## src/core/umtc_consts.vh

```
// Purpose: shared offsets, field positions and reset values of the serial control block
// Assumes: 8-bit register port, byte offsets on word boundaries
// Notes:   included by every design file of the block
`ifndef UMTC_CONSTS_VH
`define UMTC_CONSTS_VH

// register offsets on the plain register port
`define UMTC_ADDR_MODE      8'h00
`define UMTC_ADDR_CTRL      8'h04
`define UMTC_ADDR_STATUS    8'h08
`define UMTC_ADDR_RXDATA    8'h0C
`define UMTC_ADDR_TXDATA    8'h10
`define UMTC_ADDR_IRQ_STAT  8'h14
`define UMTC_ADDR_IRQ_MASK  8'h18

// serial_mode_reg fields
`define UMTC_MODE_SYNC      7
`define UMTC_MODE_MP        2

// serial_control_reg fields
`define UMTC_CTRL_TIE       7
`define UMTC_CTRL_RIE       6
`define UMTC_CTRL_TE        5
`define UMTC_CTRL_RE        4
`define UMTC_CTRL_MULTIPROC_IRQ_ENABLE      3
`define UMTC_CTRL_TX_END_IRQ_ENABLE      2

// serial_status_reg fields
`define UMTC_STAT_TX_EMPTY_FLAG      7
`define UMTC_STAT_RX_FULL_FLAG      6
`define UMTC_STAT_OVERRUN_FLAG      5
`define UMTC_STAT_FER       4
`define UMTC_STAT_TX_END_FLAG      2
`define UMTC_STAT_MPB       1

// interrupt status and mask fields
`define UMTC_IRQ_RXF        0
`define UMTC_IRQ_RXE        1
`define UMTC_IRQ_TX_END_FLAG       2
`define UMTC_IRQ_TXE        3

// reset values
`define UMTC_RST_MODE       8'h00
`define UMTC_RST_CTRL       8'h00
`define UMTC_RST_STATUS     8'h84
`define UMTC_RST_DATA       8'h00
`define UMTC_RST_IRQ        4'h0

`endif

```

## src/core/umtc_rx_gate.v

```verilog
// Purpose: decides what a finished receive frame may do to the receive flags
// Assumes: frame done is a one-cycle pulse with data, multiproc bit and framing error valid beside it
// Notes:   purely combinational, the top module owns all state
`timescale 1ns/1ps
`include "umtc_consts.vh"

module umtc_rx_gate (
	input  wire       i_frame_done,   // receiver finished a frame
	input  wire       i_frame_mpb,    // multiproc bit of that frame
	input  wire       i_frame_ferr,   // stop bit was bad
	input  wire       i_multiproc_irq_enable,         // multiproc irq enable as stored
	input  wire       i_sync_mode,    // clock synchronous mode selected
	input  wire       i_mp_mode,      // multiproc mode selected
	input  wire       i_rx_full,      // receive data register still unread
	output reg        o_accept,       // move frame into receive data register
	output reg        o_set_fer,      // raise framing error flag
	output reg        o_set_overrun_flag,     // raise overrun flag
	output reg        o_id_seen,      // frame ended a filtering period
	output reg        o_mpb_upd       // update multiproc bit flag
);

	reg filtering;                    // filter actually in force

	// one decision per frame
	always @* begin
		// enable only counts in async multiproc mode
		filtering  = i_multiproc_irq_enable & ~i_sync_mode & i_mp_mode;
		o_accept   = 1'b0;
		o_set_fer  = 1'b0;
		o_set_overrun_flag = 1'b0;
		o_id_seen  = 1'b0;
		o_mpb_upd  = 1'b0;
		if (i_frame_done) begin
			if (!filtering) begin
				// normal receive, no filtering on the multiproc bit
				o_mpb_upd  = i_mp_mode & ~i_sync_mode;
				o_set_overrun_flag = i_rx_full;
				o_accept   = ~i_rx_full;
				o_set_fer  = i_frame_ferr & ~i_rx_full;
			end else if (i_frame_mpb) begin
				// id frame ends filtering, flags may be set again
				o_id_seen  = 1'b1;
				o_mpb_upd  = 1'b1;
				o_set_overrun_flag = i_rx_full;
				o_accept   = ~i_rx_full;
				o_set_fer  = i_frame_ferr & ~i_rx_full;
			end else begin
				// data frame for another station: no transfer, no error
				o_accept   = 1'b0;
			end
		end
	end

endmodule

```

## src/core/umtc_ctrl.v

```verilog
// Purpose: serial control and status registers with multiproc filtering and transmit-end request
// Assumes: receiver and transmitter shift logic sit outside and talk through pulses
// Notes:   all outputs registered, so requests trail their flags by one clock
//
// Functional notes
// - multiproc enable counts only in async multiproc mode
// - enable clear means normal reception, no filtering
// - enable set suppresses receive requests and flags
// - while filtering, no transfer and no error detection
// - enable cleared by software zero or id frame
// - id frame sets multiproc bit flag
// - id frame clears enable, error flags allowed again
// - id frame raises receive requests if enabled
// - transmit end when msb sent, no data waiting
// - transmit end enable gates transmit end request
// - request dropped by clearing enable or both flags
//
// Our own choices: strobed register access and the register addresses.
`timescale 1ns/1ps
`include "umtc_consts.vh"

module umtc_ctrl (
	input  wire       I_SYS_CLK,        // peripheral clock, 20 MHz
	input  wire       I_RST,            // asynchronous reset, active high
	input  wire       I_CE,             // clock enable, freezes all state while low
	input  wire [7:0] I_ADDR,           // register byte address
	input  wire [7:0] I_WDATA,          // register write data
	input  wire       I_WR,             // write strobe
	input  wire       I_RD,             // read strobe
	input  wire       I_RX_FRAME_DONE,  // receiver finished a frame, one cycle
	input  wire [7:0] I_RX_DATA,        // received data byte
	input  wire       I_RX_MPB,         // received multiproc bit
	input  wire       I_RX_FERR,        // received stop bit was bad
	input  wire       I_TX_TAKE,        // transmitter loaded the transmit data, one cycle
	input  wire       I_TX_MSB,         // transmitter shifting the msb of a frame, one cycle
	output reg  [7:0] O_RDATA,          // read data, valid the cycle after a read
	output reg  [7:0] O_TX_DATA,        // byte offered to the transmitter
	output reg        O_TX_VALID,       // transmit data waiting for the transmitter
	output reg        O_RX_ENABLE,      // receiver enabled
	output reg        O_TX_ENABLE,      // transmitter enabled
	output reg        O_RX_FULL_REQ,    // receive-data-full request
	output reg        O_RX_ERROR_REQ,   // receive-error request
	output reg        O_TX_EMPTY_REQ,   // transmit-empty request
	output reg        O_TX_END_REQ,     // transmit-end request
	output reg        O_IRQ             // combined interrupt, level
);

	// flag update where a hardware set always beats a clear
	function flag_upd;
		input cur;
		input set;
		input clr;
		begin
			flag_upd = set | (cur & ~clr);
		end
	endfunction

	// reset image of the status flags, bit-selected so no reset value is truncated
	localparam [7:0] rst_status = `UMTC_RST_STATUS;

	// register image
	reg  [7:0] mode_r;                  // serial mode register
	reg  [7:0] ctrl_r;                  // serial control register
	reg  [7:0] rx_data_r;               // receive data register
	reg  [7:0] tx_data_r;               // transmit data register
	reg        tx_empty_flag_r;                  // transmit empty flag
	reg        rx_full_flag_r;                  // receive full flag
	reg        overrun_flag_r;                  // overrun flag
	reg        fer_r;                   // framing error flag
	reg        tx_end_flag_r;                  // transmit end flag
	reg        mpb_r;                   // multiproc bit flag
	reg  [7:0] arm_r;                   // status bits read as one, ready for a zero write
	reg  [3:0] irq_stat_r;              // sticky interrupt status
	reg  [3:0] irq_mask_r;              // interrupt mask
	reg  [3:0] req_prev_r;              // requests one clock ago, for edge capture

	// next values
	reg  [7:0] ctrl_nxt;
	reg        tx_empty_flag_nxt;
	reg        rx_full_flag_nxt;
	reg        overrun_flag_nxt;
	reg        fer_nxt;
	reg        tx_end_flag_nxt;
	reg        mpb_nxt;
	reg  [3:0] req_nxt;

	// decoded strobes
	wire       wr_mode   = I_WR & (I_ADDR == `UMTC_ADDR_MODE);
	wire       wr_ctrl   = I_WR & (I_ADDR == `UMTC_ADDR_CTRL);
	wire       wr_stat   = I_WR & (I_ADDR == `UMTC_ADDR_STATUS);
	wire       wr_tx     = I_WR & (I_ADDR == `UMTC_ADDR_TXDATA);
	wire       wr_istat  = I_WR & (I_ADDR == `UMTC_ADDR_IRQ_STAT);
	wire       wr_imask  = I_WR & (I_ADDR == `UMTC_ADDR_IRQ_MASK);
	wire       rd_stat   = I_RD & (I_ADDR == `UMTC_ADDR_STATUS);

	// zero write to an armed status bit clears it
	wire [7:0] stat_clr  = {8{wr_stat}} & ~I_WDATA & arm_r;

	// frame decisions from the gate
	wire       g_accept;
	wire       g_set_fer;
	wire       g_set_overrun_flag;
	wire       g_id_seen;
	wire       g_mpb_upd;

	// receiver disabled: finished frames are dropped
	wire       frame_ok  = I_RX_FRAME_DONE & ctrl_r[`UMTC_CTRL_RE];

	umtc_rx_gate u_gate (
		.i_frame_done (frame_ok),
		.i_frame_mpb  (I_RX_MPB),
		.i_frame_ferr (I_RX_FERR),
		.i_multiproc_irq_enable       (ctrl_r[`UMTC_CTRL_MULTIPROC_IRQ_ENABLE]),
		.i_sync_mode  (mode_r[`UMTC_MODE_SYNC]),
		.i_mp_mode    (mode_r[`UMTC_MODE_MP]),
		.i_rx_full    (rx_full_flag_r),
		.o_accept     (g_accept),
		.o_set_fer    (g_set_fer),
		.o_set_overrun_flag   (g_set_overrun_flag),
		.o_id_seen    (g_id_seen),
		.o_mpb_upd    (g_mpb_upd)
	);

	// status view as software reads it
	wire [7:0] stat_view = {tx_empty_flag_r, rx_full_flag_r, overrun_flag_r, fer_r, 1'b0, tx_end_flag_r, mpb_r, 1'b0};

	// control register next value
	always @* begin
		ctrl_nxt = ctrl_r;
		if (wr_ctrl) begin
			// software write, a zero clears the multiproc enable
			ctrl_nxt = I_WDATA;
		end
		if (g_id_seen) begin
			// id frame clears the enable, wins over a same-cycle write
			ctrl_nxt[`UMTC_CTRL_MULTIPROC_IRQ_ENABLE] = 1'b0;
		end
	end

	// status flag next values
	always @* begin
		// only accepted frames set full and framing error, overrun only on a frame refused while full; none during filtering
		rx_full_flag_nxt = flag_upd(rx_full_flag_r, g_accept, stat_clr[`UMTC_STAT_RX_FULL_FLAG]);
		fer_nxt  = flag_upd(fer_r, g_set_fer, stat_clr[`UMTC_STAT_FER]);
		overrun_flag_nxt = flag_upd(overrun_flag_r, g_set_overrun_flag, stat_clr[`UMTC_STAT_OVERRUN_FLAG]);
		// id frame sets the multiproc bit flag
		mpb_nxt  = g_mpb_upd ? I_RX_MPB : mpb_r;
		// transmitter took the byte: register empty again
		tx_empty_flag_nxt = flag_upd(tx_empty_flag_r, I_TX_TAKE, stat_clr[`UMTC_STAT_TX_EMPTY_FLAG]);
		// msb going out with nothing new waiting ends transmission
		tx_end_flag_nxt = flag_upd(tx_end_flag_r, I_TX_MSB & tx_empty_flag_r, stat_clr[`UMTC_STAT_TX_END_FLAG]);
		// new data written and released clears the end flag as well
		if (stat_clr[`UMTC_STAT_TX_EMPTY_FLAG] && !I_TX_MSB) begin
			tx_end_flag_nxt = 1'b0;
		end
		if (!ctrl_r[`UMTC_CTRL_TE]) begin
			// transmitter off: empty flag held at one
			tx_empty_flag_nxt = 1'b1;
		end
	end

	// request next values from the flags as they now stand
	always @* begin
		req_nxt                = 4'h0;
		// receive requests only once the flags may be set, and only with enable
		req_nxt[`UMTC_IRQ_RXF] = rx_full_flag_r & ctrl_r[`UMTC_CTRL_RIE];
		req_nxt[`UMTC_IRQ_RXE] = (fer_r | overrun_flag_r) & ctrl_r[`UMTC_CTRL_RIE];
		// end flag and enable, withdrawn when either drops
		req_nxt[`UMTC_IRQ_TX_END_FLAG] = tx_end_flag_r & ctrl_r[`UMTC_CTRL_TX_END_IRQ_ENABLE];
		req_nxt[`UMTC_IRQ_TXE]  = tx_empty_flag_r & ctrl_r[`UMTC_CTRL_TIE] & ctrl_r[`UMTC_CTRL_TE];
	end

	// register file, flags and data
	always @(posedge I_SYS_CLK or posedge I_RST) begin
		if (I_RST) begin
			mode_r     <= `UMTC_RST_MODE;
			ctrl_r     <= `UMTC_RST_CTRL;
			rx_data_r  <= `UMTC_RST_DATA;
			tx_data_r  <= `UMTC_RST_DATA;
			tx_empty_flag_r     <= rst_status[`UMTC_STAT_TX_EMPTY_FLAG];
			rx_full_flag_r     <= 1'b0;
			overrun_flag_r     <= 1'b0;
			fer_r      <= 1'b0;
			tx_end_flag_r     <= rst_status[`UMTC_STAT_TX_END_FLAG];
			mpb_r      <= 1'b0;
			arm_r      <= 8'h00;
		end else if (I_CE) begin
			// mode writes; changing mode mid-frame is the user's hazard
			if (wr_mode) begin
				mode_r <= I_WDATA;
			end
			ctrl_r <= ctrl_nxt;
			if (wr_tx) begin
				tx_data_r <= I_WDATA;
			end
			// shift register to data register only when accepted
			if (g_accept) begin
				rx_data_r <= I_RX_DATA;
			end
			tx_empty_flag_r <= tx_empty_flag_nxt;
			rx_full_flag_r <= rx_full_flag_nxt;
			overrun_flag_r <= overrun_flag_nxt;
			fer_r  <= fer_nxt;
			tx_end_flag_r <= tx_end_flag_nxt;
			mpb_r  <= mpb_nxt;
			// reading a one arms its clear; both flags read together for the end request
			if (rd_stat) begin
				arm_r <= arm_r | stat_view;
			end else begin
				arm_r <= arm_r & ~stat_clr;
			end
		end
	end

	// interrupt capture, mask and outputs
	always @(posedge I_SYS_CLK or posedge I_RST) begin
		if (I_RST) begin
			irq_stat_r     <= `UMTC_RST_IRQ;
			irq_mask_r     <= `UMTC_RST_IRQ;
			req_prev_r     <= `UMTC_RST_IRQ;
			O_RX_FULL_REQ  <= 1'b0;
			O_RX_ERROR_REQ <= 1'b0;
			O_TX_END_REQ   <= 1'b0;
			O_TX_EMPTY_REQ <= 1'b0;
			O_IRQ          <= 1'b0;
		end else if (I_CE) begin
			req_prev_r <= req_nxt;
			// rising request sets a sticky bit; a set beats a same-cycle one write
			irq_stat_r <= (req_nxt & ~req_prev_r) |
			              (irq_stat_r & ~({4{wr_istat}} & I_WDATA[3:0]));
			if (wr_imask) begin
				irq_mask_r <= I_WDATA[3:0];
			end
			O_RX_FULL_REQ  <= req_nxt[`UMTC_IRQ_RXF];
			O_RX_ERROR_REQ <= req_nxt[`UMTC_IRQ_RXE];
			O_TX_END_REQ   <= req_nxt[`UMTC_IRQ_TX_END_FLAG];
			O_TX_EMPTY_REQ <= req_nxt[`UMTC_IRQ_TXE];
			O_IRQ          <= |(irq_stat_r & irq_mask_r);
		end
	end

	// transmitter and enable outputs
	always @(posedge I_SYS_CLK or posedge I_RST) begin
		if (I_RST) begin
			O_TX_DATA   <= `UMTC_RST_DATA;
			O_TX_VALID  <= 1'b0;
			O_RX_ENABLE <= 1'b0;
			O_TX_ENABLE <= 1'b0;
		end else if (I_CE) begin
			O_TX_DATA   <= tx_data_r;
			// valid drops the cycle after a take, so no byte is sent twice
			O_TX_VALID  <= ~tx_empty_flag_nxt & ctrl_nxt[`UMTC_CTRL_TE];
			O_RX_ENABLE <= ctrl_nxt[`UMTC_CTRL_RE];
			O_TX_ENABLE <= ctrl_nxt[`UMTC_CTRL_TE];
		end
	end

	// read port, data stands one cycle only
	always @(posedge I_SYS_CLK or posedge I_RST) begin
		if (I_RST) begin
			O_RDATA <= 8'h00;
		end else if (I_CE) begin
			O_RDATA <= 8'h00;
			if (I_RD) begin
				case (I_ADDR)
					`UMTC_ADDR_MODE:     O_RDATA <= mode_r;
					`UMTC_ADDR_CTRL:     O_RDATA <= ctrl_r;
					`UMTC_ADDR_STATUS:   O_RDATA <= stat_view;
					`UMTC_ADDR_RXDATA:   O_RDATA <= rx_data_r;
					`UMTC_ADDR_TXDATA:   O_RDATA <= tx_data_r;
					`UMTC_ADDR_IRQ_STAT: O_RDATA <= {4'h0, irq_stat_r};
					`UMTC_ADDR_IRQ_MASK: O_RDATA <= {4'h0, irq_mask_r};
					// unmapped addresses read as zero
					default:             O_RDATA <= 8'h00;
				endcase
			end
		end
	end

endmodule

```

## config.mk

```make
export PLATFORM = sky130hd
export DESIGN_NAME = umtc_ctrl
export DESIGN_NICKNAME = d
export VERILOG_FILES = /design/src/core/umtc_rx_gate.v /design/src/core/umtc_ctrl.v
export VERILOG_INCLUDE_DIRS = /design/src /design/src/core
export SDC_FILE = /design/constraint.sdc
export NUM_CORES = 1
export LEC_CHECK = 0
export BUFFER_PORTS_ARGS = -buffer_cell sky130_fd_sc_hd__buf_4
export CAP_MARGIN = 20
export CORE_UTILIZATION = 40
export CTS_CLUSTER_DIAMETER = 80
export CTS_CLUSTER_SIZE = 8
export DETAILED_ROUTE_END_ITERATION = 10
export PLACE_DENSITY = 0.64
export SETUP_SLACK_MARGIN = 0.05
export SLEW_MARGIN = 0
export SYNTH_ARGS = -nofsm -noshare
export SYNTH_HDL_FRONTEND = slang
export SYNTH_SLANG_ARGS = --single-unit
```

## constraint.sdc

```tcl
create_clock -name I_SYS_CLK -period 2.45 [get_ports I_SYS_CLK]
set_clock_uncertainty 0.1 [all_clocks]
set_input_delay 0.245 -clock I_SYS_CLK [delete_from_list [all_inputs] [get_ports I_SYS_CLK]]
set_output_delay 0.245 -clock I_SYS_CLK [all_outputs]
set_load 0.1 [all_outputs]
```

==> results_dict.tcl, run 1 <==
set metrics [dict create \
    slowest_delay_ps 640 \
    antenna_found_initial 0 \
    maxCapViolCount 0 \
    gp_congestion 0.822 \
    power_density_nw_per_um2 582 \
    rsz0062_at_grt "no" \
    n_antenna_cell 0 \
    dr.first_iter.drc_count 168 \
    start_kind "primary input" \
    ys_top_cells_by_area "dfrtp_1 (52%), mux2_2 (12%), mux2i_1 (3.8%)" \
    drc 0 \
    seq_area_frac_synth_pct 53.3 \
    routed_via_density 5.51 \
    min_period_ps 1840 \
    finalNetCount 386 \
    worst-path-max-fanout 8 \
    fin_crit_sh_pct 75.0 \
    drt_pass1_iterations 4 \
    hold_class "primary input to flip-flop" \
    die_y_um 94.6 \
    cts_root_buffer "clkbuf_8" \
    port_buffers 57 \
    min_from "I_RX_FERR" \
    synth_area_um2 3430 \
    crit_slowest_cell "or3_1" \
    grt_max_degree 74 \
    reg2reg_from "mode_r[7]" \
    critPathRequiredTime_ps 2580 \
    grt_pass1_vias 2494 \
    cts.reportedPaths.clkPinSlew_ps 80 \
    synthFlopType "dfrtp_1" \
    n_fill_cell 743 \
    synth_edf_count 0 \
    synthDominantCellAreaShare_pct 51.8 \
    vias 2539 \
    die_area_um2 8950 \
    synthDistinctLibCells 43 \
    maxSlewViolCount 0 \
    cts_max_path_buffers 2 \
    syn_nets 317 \
    wl_per_cell_um 18.1 \
    cts_tree "done" \
    outcome "completed" \
    synth_seq_cells 73 \
    grt_overflow 0 \
    crit_chain "buf_4, or4b_1, or3_1, mux2_4" \
    cts_sinks 73 \
    cts_buffers 9 \
    post_cts_buffers 0 \
    critical_path.startpoint "I_ADDR[5]" \
    synth_area_leader_cell "dfrtp_1" \
    async_flop_share_pct 100 \
    syn-instance-count 283 \
    avgSynthCellArea_um2 12.1 \
    p_leak_nw 2.04 \
    drtAntennaViolNets 0 \
    hpwlAfterDp_mm 6.13 \
    slew_headroom_pct 64.2 \
    initial_utilization_pct 41.5 \
    path_class "primary input to flip-flop" \
    rows 33 \
    worstSetupEndpointType "flip-flop" \
    io_pins 58 \
    worstSkewPairLatency_ps 350 \
    fin_util_pct 51.4 \
    worst_slew_pin_slew_ps 537 \
    ir_worst_vdd_v 0.000286 \
    syn_to_final_growth_pct 23.6 \
    cts_resized 0 \
    track_usage_pct 20.4 \
    setup_viol 0 \
    htreeDepth 3 \
    finalHoldViolCount 0 \
    fin_hold_ws_ps 17.4 \
    grt_pass1_wl_mm 13.5 \
    postCtsHoldBufs 2 \
    die_width_um 94.6 \
    arrival_ps 1970 \
    wirelength_mm 8.33 \
    ys_warn_count 0 \
    core_area_um2 8260 \
    fin_tns_setup_ps 0 \
    fmax_mhz 544 \
    layout-drive-gt1-share_pct 38.8 \
]
-- critical path: cells and delay by family --
family | cells | cell delay (ps)
multiplexers | 1 | 380
AND/OR/NAND/NOR | 2 | 1220
buffers and inverters | 1 | 120
-- placed cells by master (no fill, tap or decap), types with 3 or more instances in the layout --
cell type	netlist	layout
a22o_1	5	5
or4b_1	3	3
a221o_1	4	4
nor2_1	14	14
nor4_1	3	3
clkbuf_8	0	9
o2bb2ai_1	8	8
o21ai_0	14	14
clkinv_2	0	3
mux2i_1	13	13
mux2_4	7	7
a31oi_1	4	4
nand2b_1	4	4
a21oi_1	5	5
dfrtp_1	71	71
nand3_1	10	10
nand4_1	4	4
inv_1	8	7
mux2_2	38	38
and3_1	3	3
nor3_1	4	4
nand2_1	16	16
nor2b_1	4	4
buf_4	0	70
-- synthesized netlist by cell type, types with 4 or more instances --
| cell type | instances |
|---|---|
| mux2_4 | 7 |
| nand2_1 | 16 |
| o21ai_0 | 14 |
| a31oi_1 | 4 |
| o2bb2ai_1 | 8 |
| nor2_1 | 14 |
| nand3_1 | 10 |
| a221o_1 | 4 |
| nand2b_1 | 4 |
| mux2i_1 | 13 |
| clkbuf_1 | 6 |
| nor2b_1 | 4 |
| nor3_1 | 4 |
| buf_2 | 4 |
| mux2_2 | 38 |
| a22o_1 | 5 |
| dfrtp_1 | 71 |
| nand4_1 | 4 |
| a21oi_1 | 5 |
| inv_1 | 8 |
-- routing by layer --
| layer | vias to the layer above | share of wire, % | global-route usage (%) |
|---|---|---|---|
| met3 | 16 | 5.3 | 4.11 |
| met2 | 69 | 45 | 30.1 |
| li1 | 1185 | - | - |
| met4 | 0 | 2.3 | 7.58 |
| met1 | 1269 | 48 | 29.5 |
| met5 | - | 0 | 0 |
-- report_power, final --
part / internal (mW) / total [mW] / switching, mW
Sequential: 1.25 / 1.28 / 0.0345
Clock: 0.459 / 0.904 / 0.446
Combinational: 0.116 / 0.282 / 0.166
Total: 1.82 / 2.47 / 0.646
-- final timing paths --
check,to,cells after the start,slack (ps)
worst max-delay path,ctrl_r[0],4,610
worst min-delay path,fer_r,2,20
worst max register to register,rx_data_r[5],4,790
worst min register to register,irq_stat_r[3],1,370
max in group asynchronous,flag_upd.cur,4,1440
min in group asynchronous,O_TX_DATA[0],4,410
-- layout make-up --
| type | count | area [um^2] | share of cell area [%] |
|---|---|---|---|
| multi-input combinational | 187 | 1500 | 35.4 |
| inverter | 8 | 30.0 | 0.708 |
| timing repair buffer | 73 | 566 | 13.3 |
| sequential | 73 | 1830 | 43.1 |
| clock inverter | 6 | 60.1 | 1.42 |
| clock buffer | 9 | 124 | 2.92 |
| tap | 105 | 131 | 3.10 |
-- flip-flops by register name (all words and copies together), names as in the netlist --
name / flops
O_IRQ: 1
arm_r: 5
O_TX_DATA: 8
irq_mask_r: 4
overrun_flag_r: 1
O_RDATA: 8
fer_r: 1
rx_full_flag_r: 1
req_prev_r: 3
flag_upd.cur: 1
tx_data_r: 8
mode_r: 8
mpb_r: 1
O_TX_EMPTY_REQ: 1
tx_empty_flag_r: 1
rx_data_r: 8
irq_stat_r: 4
ctrl_r: 8
O_TX_VALID: 1
-- through the flow --
step	power, mW	std cells	setup slack, ps	cell area, um^2
6_report	2.47	461	613	4240
5_1_grt	2.57	461	465	4240
4_1_cts	2.48	461	629	4240
3_5_place_dp	1.59	444	269	4040
3_3_place_gp	1.58	444	288	4040
2_1_floorplan	1.47	283	135	3430
-- logic make-up (layout without fill, tap and decap cells) --
kind of cell | count (synthesis) | in the layout | share of synthesized area (%)
AND/OR/NAND/NOR | 78 | 78 | 13.1
AO/OA/AOI/OAI | 49 | 49 | 10.1
buffers and inverters | 23 | 96 | 2.92
flip-flops | 73 | 73 | 53.3
multiplexers | 60 | 60 | 20.6
Note: power is estimated with default switching activity, not from simulation.
==> run 2: changes to the inputs <==
--- a/config.mk
+++ b/config.mk
@@ -12,7 +12,7 @@
 export CTS_CLUSTER_DIAMETER = 80
 export CTS_CLUSTER_SIZE = 8
 export DETAILED_ROUTE_END_ITERATION = 10
-export PLACE_DENSITY = 0.64
+export PLACE_DENSITY = 0.66
 export SETUP_SLACK_MARGIN = 0.05
 export SLEW_MARGIN = 0
 export SYNTH_ARGS = -nofsm -noshare
==> constraint.sdc (replaced) <==
create_clock -name I_SYS_CLK -period 1.52 [get_ports I_SYS_CLK]
set_clock_uncertainty 0.1 [all_clocks]
set_input_delay 0.152 -clock I_SYS_CLK [delete_from_list [all_inputs] [get_ports I_SYS_CLK]]
set_output_delay 0.152 -clock I_SYS_CLK [all_outputs]
set_load 0.1 [all_outputs]
==> results_dict.tcl, run 2 (synthesis gave the netlist of run 1 again) <==
set metrics [dict create \
    final_cell_mix "buf_4 (93), dfrtp_1 (70), mux2_4 (23), mux2_2 (22), dlygate4sd3_1 (19)" \
    initial_utilization_pct 41.5 \
    grt_pass1_wl_mm 14.6 \
    fmax_mhz 635 \
    crit_end "rx_data_r[7]" \
    cts_sinks 73 \
    die_area_um2 8950 \
    wirelength_mm 9.18 \
    fin_util_pct 60.6 \
    place_ws_ps -459 \
    min_from "I_WDATA[2]" \
    crit_family "simple AND/OR/NAND/NOR gates" \
    power_density_nw_per_um2 818 \
    start_kind "flip-flop" \
    slowest_delay_ps 410 \
    worstSkewPairLatency_ps 340 \
    htreeDepth 3 \
    drtAntennaViolNets 0 \
    layout-drive-gt1-share_pct 48.4 \
    critical_path.startpoint "mode_r[7]" \
    routed_via_density 5.39 \
    layout_commonest_cell "buf_4" \
    outcome "finished with violations" \
    track_usage_pct 21.8 \
    cts.reportedPaths.clkPinSlew_ps 80 \
    ir_worst_vdd_v 0.000332 \
    met2_usage_pct 32.7 \
    crit_slowest_cell "dfrtp_1" \
    dr.first_iter.drc_count 171 \
    reg2reg_from "mode_r[7]" \
    setup_viol 12 \
    wl_per_cell_um 17.9 \
    syn_to_final_growth_pct 45.8 \
    io_pins 58 \
    placed_cells 474 \
    antenna_found_initial 0 \
    p_leak_nw 2.38 \
    gp_congestion 0.781 \
    min_period_ps 1570 \
    core_area_um2 8260 \
    die_y_um 94.6 \
    vias 2770 \
    die_width_um 94.6 \
    arrival_ps 1690 \
    maxSlewViolCount 0 \
    worstSetupEndpointType "flip-flop" \
    worstReg2RegEnd "rx_data_r[7]" \
    n_antenna_cell 0 \
    grt.busiest_layer "met2" \
    critPathRequiredTime_ps 1640 \
    path_buf_inv 1 \
    cts_root_buffer "clkbuf_8" \
    cts_buffers 9 \
    slew_headroom_pct 73.6 \
    grt_overflow 0 \
    hpwlAfterDp_mm 6.44 \
    failed_checks "negative setup slack" \
    cts_max_path_buffers 2 \
    crit_chain "nor4bb_4, nor3_4, buf_12, mux2_4" \
    path_depth 4 \
    rows 33 \
    finalHoldViolCount 0 \
    drc 0 \
    gr-usage-met3_pct 4.11 \
    worst_slack_ps -54.3 \
    grt_max_degree 74 \
    reg2reg_depth 4 \
    worst-path-max-fanout 5 \
    worst_slew_pin_slew_ps 395 \
    cts_tree "done" \
    hold_class "primary input to flip-flop" \
    maxCapViolCount 0 \
    fin_crit_sh_pct 104 \
    fin_tns_setup_ps -444 \
    final_cells 514 \
    rsz0062_at_grt "yes" \
    drt_pass1_iterations 4 \
    rrSetupSlack_ps -50 \
    use_met1_pct 32.2 \
    finalNetCount 439 \
    port_buffers 57 \
    path_class "flip-flop to flip-flop" \
    fin_hold_ws_ps 38.4 \
    grt_pass1_vias 2672 \
]
run 2: changes by cell type in the layout (fill, tap and decap cells not counted), moves of 3 or more:
cell,previous run,this run
mux2_4,7,23
buf_4,70,93
o21ai_2,0,3
mux2_2,38,22
buf_8,0,3
or4b_4,0,3
clkbuf_8,9,12
or4b_1,3,0
o21ai_0,14,11
dlygate4sd3_1,2,19
buf_6,0,8
run 2: layout make-up:
cell class / instances / area [um^2]
fillers: 677 / 3260
flip-flops and latches: 73 / 1830
multi-input cells: 187 / 1740
repair buffers: 126 / 1080
clock buffers: 13 / 169
well taps: 105 / 131
inverters: 8 / 33.8
clock inverters: 2 / 12.5
run 2: worst min path at each step:
stage / slack [ps] / end / cells after the start
finish: 40 / tx_data_r[2] / 2
global placement: 200 / O_TX_DATA[3] / 3
CTS: 30 / tx_data_r[2] / 2
detailed placement: 190 / O_TX_DATA[1] / 3
global route: 30 / ctrl_r[2] / 2
floorplan: 150 / ctrl_r[3] / 1
run 2: what timing repair did:
action,4_1_cts,5_1_grt
resized for setup,16,17
pin swaps,8,9
hold endpoints to repair,106,0
hold buffers,19,0
endpoints found under the setup margin,35,35
buffers inserted,4,3
run 2: stage by stage:
step	total power, mW	instance area [um^2]
detailed placement	2.63	4430
global route	4.25	5000
floorplan	2.40	3610
global placement	2.63	4430
CTS	4.10	4890
finish	4.09	5000
run 2: where the power goes:
group	leakage, nW	switching [mW]	total, mW	internal [mW]
Sequential	1.00	0.0656	2.08	2.01
Combinational	1.28	0.309	0.593	0.283
Clock	0.0915	0.706	1.42	0.717
run 2: per-layer routing:
| metal | up-vias | routed length, um |
|---|---|---|
| met2 | 86 | 4180 |
| li1 | 1294 | - |
| met4 | 0 | 165 |
| met5 | - | 0 |
| met3 | 12 | 441 |
| met1 | 1378 | 4400 |
==> run 3: changes to the inputs <==
--- a/config.mk
+++ b/config.mk
@@ -6,7 +6,7 @@
 export SDC_FILE = /design/constraint.sdc
 export NUM_CORES = 1
 export LEC_CHECK = 0
-export BUFFER_PORTS_ARGS = -buffer_cell sky130_fd_sc_hd__buf_4
+export BUFFER_PORTS_ARGS = -buffer_cell sky130_fd_sc_hd__buf_2
 export CAP_MARGIN = 20
 export CORE_UTILIZATION = 40
 export CTS_CLUSTER_DIAMETER = 80
@@ -17,4 +17,5 @@
 export SLEW_MARGIN = 0
 export SYNTH_ARGS = -nofsm -noshare
 export SYNTH_HDL_FRONTEND = slang
+export SYNTH_HIERARCHICAL = 1
 export SYNTH_SLANG_ARGS = --single-unit
==> results_dict.tcl, run 3 <==
set metrics [dict create \
    htreeDepth 3 \
    worst-path-max-fanout 9 \
    cts_buffers 9 \
    hold_class "primary input to flip-flop" \
    avgSynthCellArea_um2 11.5 \
    arrival_ps 1640 \
    gp_congestion 0.919 \
    syn-instance-count 304 \
    fin_util_pct 56.0 \
    grt_pass1_wl_mm 14.5 \
    layout-drive-gt1-share_pct 40.2 \
    start_kind "flip-flop" \
    ys_top_cells_by_area "dfrtp_1 (51%), mux2_2 (12%), mux2i_1 (4.0%)" \
    power_density_nw_per_um2 937 \
    dr.first_iter.drc_count 172 \
    drc 0 \
    place_ws_ps -166 \
    fmax_mhz 666 \
    wl_met1_mm 3.94 \
    final_cell_mix "dfrtp_1 (69), buf_2 (54), buf_4 (40), mux2_2 (36), o21ai_0 (22)" \
    cts_sinks 73 \
    p_leak_nw 2.32 \
    core_area_um2 8340 \
    slew_headroom_pct 66.5 \
    power_frac_comb_pct 11.8 \
    die_width_um 95.3 \
    rsz0062_at_grt "yes" \
    cts.reportedPaths.clkPinSlew_ps 70 \
    synth_edf_count 0 \
    ir_worst_vdd_v 0.000674 \
    hpwlAfterDp_mm 6.67 \
    worstSkewPairLatency_ps 360 \
    swShare_pct 24.9 \
    setup_viol 0 \
    antenna_found_initial 0 \
    n_fill_cell 760 \
    wl_per_cell_um 17.2 \
    maxSlewViolCount 0 \
    outcome "completed" \
    worst_slack_ps 19.0 \
    critPathRequiredTime_ps 1660 \
    syn_to_final_growth_pct 34.1 \
    io_pins 58 \
    worst_slew_pin_slew_ps 503 \
    finalHoldViolCount 0 \
    async_flop_share_pct 100 \
    synthDominantCellAreaShare_pct 51.0 \
    wl_met2_mm 4.55 \
    port_buffers 57 \
    drtAntennaViolNets 0 \
    p_clk_share_pct 40.9 \
    synth_area_leader_cell "dfrtp_1" \
    layout_commonest_cell "dfrtp_1" \
    grt_overflow 0 \
    finalNetCount 452 \
    fin_tns_setup_ps 0 \
    multi_input_area_um2 1580 \
    whs_path_depth 2 \
    grt_max_degree 42 \
    initial_utilization_pct 41.8 \
    die_y_um 95.3 \
    maxCapViolCount 0 \
    routed_via_density 5.39 \
    rows 33 \
    pwr-share-seq_pct 47.2 \
    power.total_mw 4.38 \
    synthDistinctLibCells 46 \
    synthFlopType "dfrtp_1" \
    syn_nets 338 \
    cts_max_path_buffers 2 \
    track_usage_pct 21.9 \
    path_class "flip-flop to flip-flop" \
    synth_seq_cells 73 \
    n_antenna_cell 0 \
    drt_pass1_iterations 4 \
    wirelength_mm 9.08 \
    seq_area_frac_synth_pct 52.5 \
    fin_crit_sh_pct 98.8 \
    met3_length_um 412 \
    worstSetupEndpointType "flip-flop" \
    ys_warn_count 6 \
    cts_tree "done" \
    vias 2846 \
    min_period_ps 1500 \
    p_int_mw 3.29 \
    synth.most_common_cell "dfrtp_1" \
    synth_area_um2 3480 \
    switchingPower_mw 1.09 \
    cts_root_buffer "clkbuf_8" \
    regArea_um2 1830 \
    reg2reg_depth 4 \
    routed.top_layer "met4" \
    synth_common_cells "dfrtp_1 (71), mux2_2 (37), o21ai_0 (22), inv_1 (21), nand2_1 (21)" \
    die_area_um2 9090 \
    grt_pass1_vias 2923 \
]
-- run 3: per-stage QoR --
| stage | cells | cell area [um^2] | hold WS [ps] |
|---|---|---|---|
| floorplan | 304 | 3530 | 200 |
| global placement | 495 | 4220 | 79.4 |
| detailed placement | 495 | 4220 | 78.3 |
| CTS | 528 | 4650 | 13.8 |
| global route | 528 | 4670 | 21.0 |
| finish | 528 | 4670 | 26.9 |
-- run 3: timing repair --
action / 4_1_cts / 5_1_grt
resized for setup: 6 / 4
endpoints found under the hold margin: 43 / 0
pin swaps: 2 / 0
endpoints found under the setup margin: 11 / 12
setup buffers: 0 / 0
hold buffers: 17 / 0
-- run 3: final cells by class --
class                           count  area share [%]
Inverter                           21            1.77
Multi-Input combinational cell    197            33.7
Tap cell                          105            2.81
Timing Repair Buffer              116            17.3
Clock buffer                       12            3.53
Clock inverter                      4            1.58
Sequential cell                    73            39.3
-- run 3: worst max-delay path: stages (launching register included) --
cell and delay [ps]:
dfrtp_1 380, and4bb_4 370, nor3b_4 60, nand2_4 130, mux2_2 350
-- run 3: layer usage --
metal | vias to the layer above | GRT usage [%]
li1 | 1352 | -
met1 | 1400 | 26.4
met2 | 78 | 37.3
met3 | 16 | 6.46
met4 | 0 | 7.45
met5 | - | 0
-- run 3: final timing paths --
path | startpoint | end | slack (ps)
worst max-delay path | mode_r[7] | rx_data_r[5] | 20
worst min-delay path | I_WDATA[7] | mode_r[7] | 30
worst max register to register | mode_r[7] | rx_data_r[5] | 20
worst min register to register | mode_r[1] | mode_r[1] | 390
max in group asynchronous | I_RST | rx_full_flag_r | 520
min in group asynchronous | I_RST | mode_r[1] | 240
-- run 3: cells by family after synthesis --
kind of cell	after synthesis	synth area share, %
AO/OA/AOI/OAI	69	13.2
buffers and inverters	34	3.91
flip-flops	73	52.5
multiplexers	52	16.6
AND/OR/NAND/NOR	76	13.8
-- run 3: power groups by stage --
stage                     logic [mW]  clock network (mW)  registers [mW]
final                          0.518                1.79            2.07
after global routing           0.562                1.92            2.07
after CTS                      0.519                1.84            2.06
after detailed placement       0.482                   0            2.10
after global placement         0.474                   0            2.10
after floorplan                0.204                   0            2.17
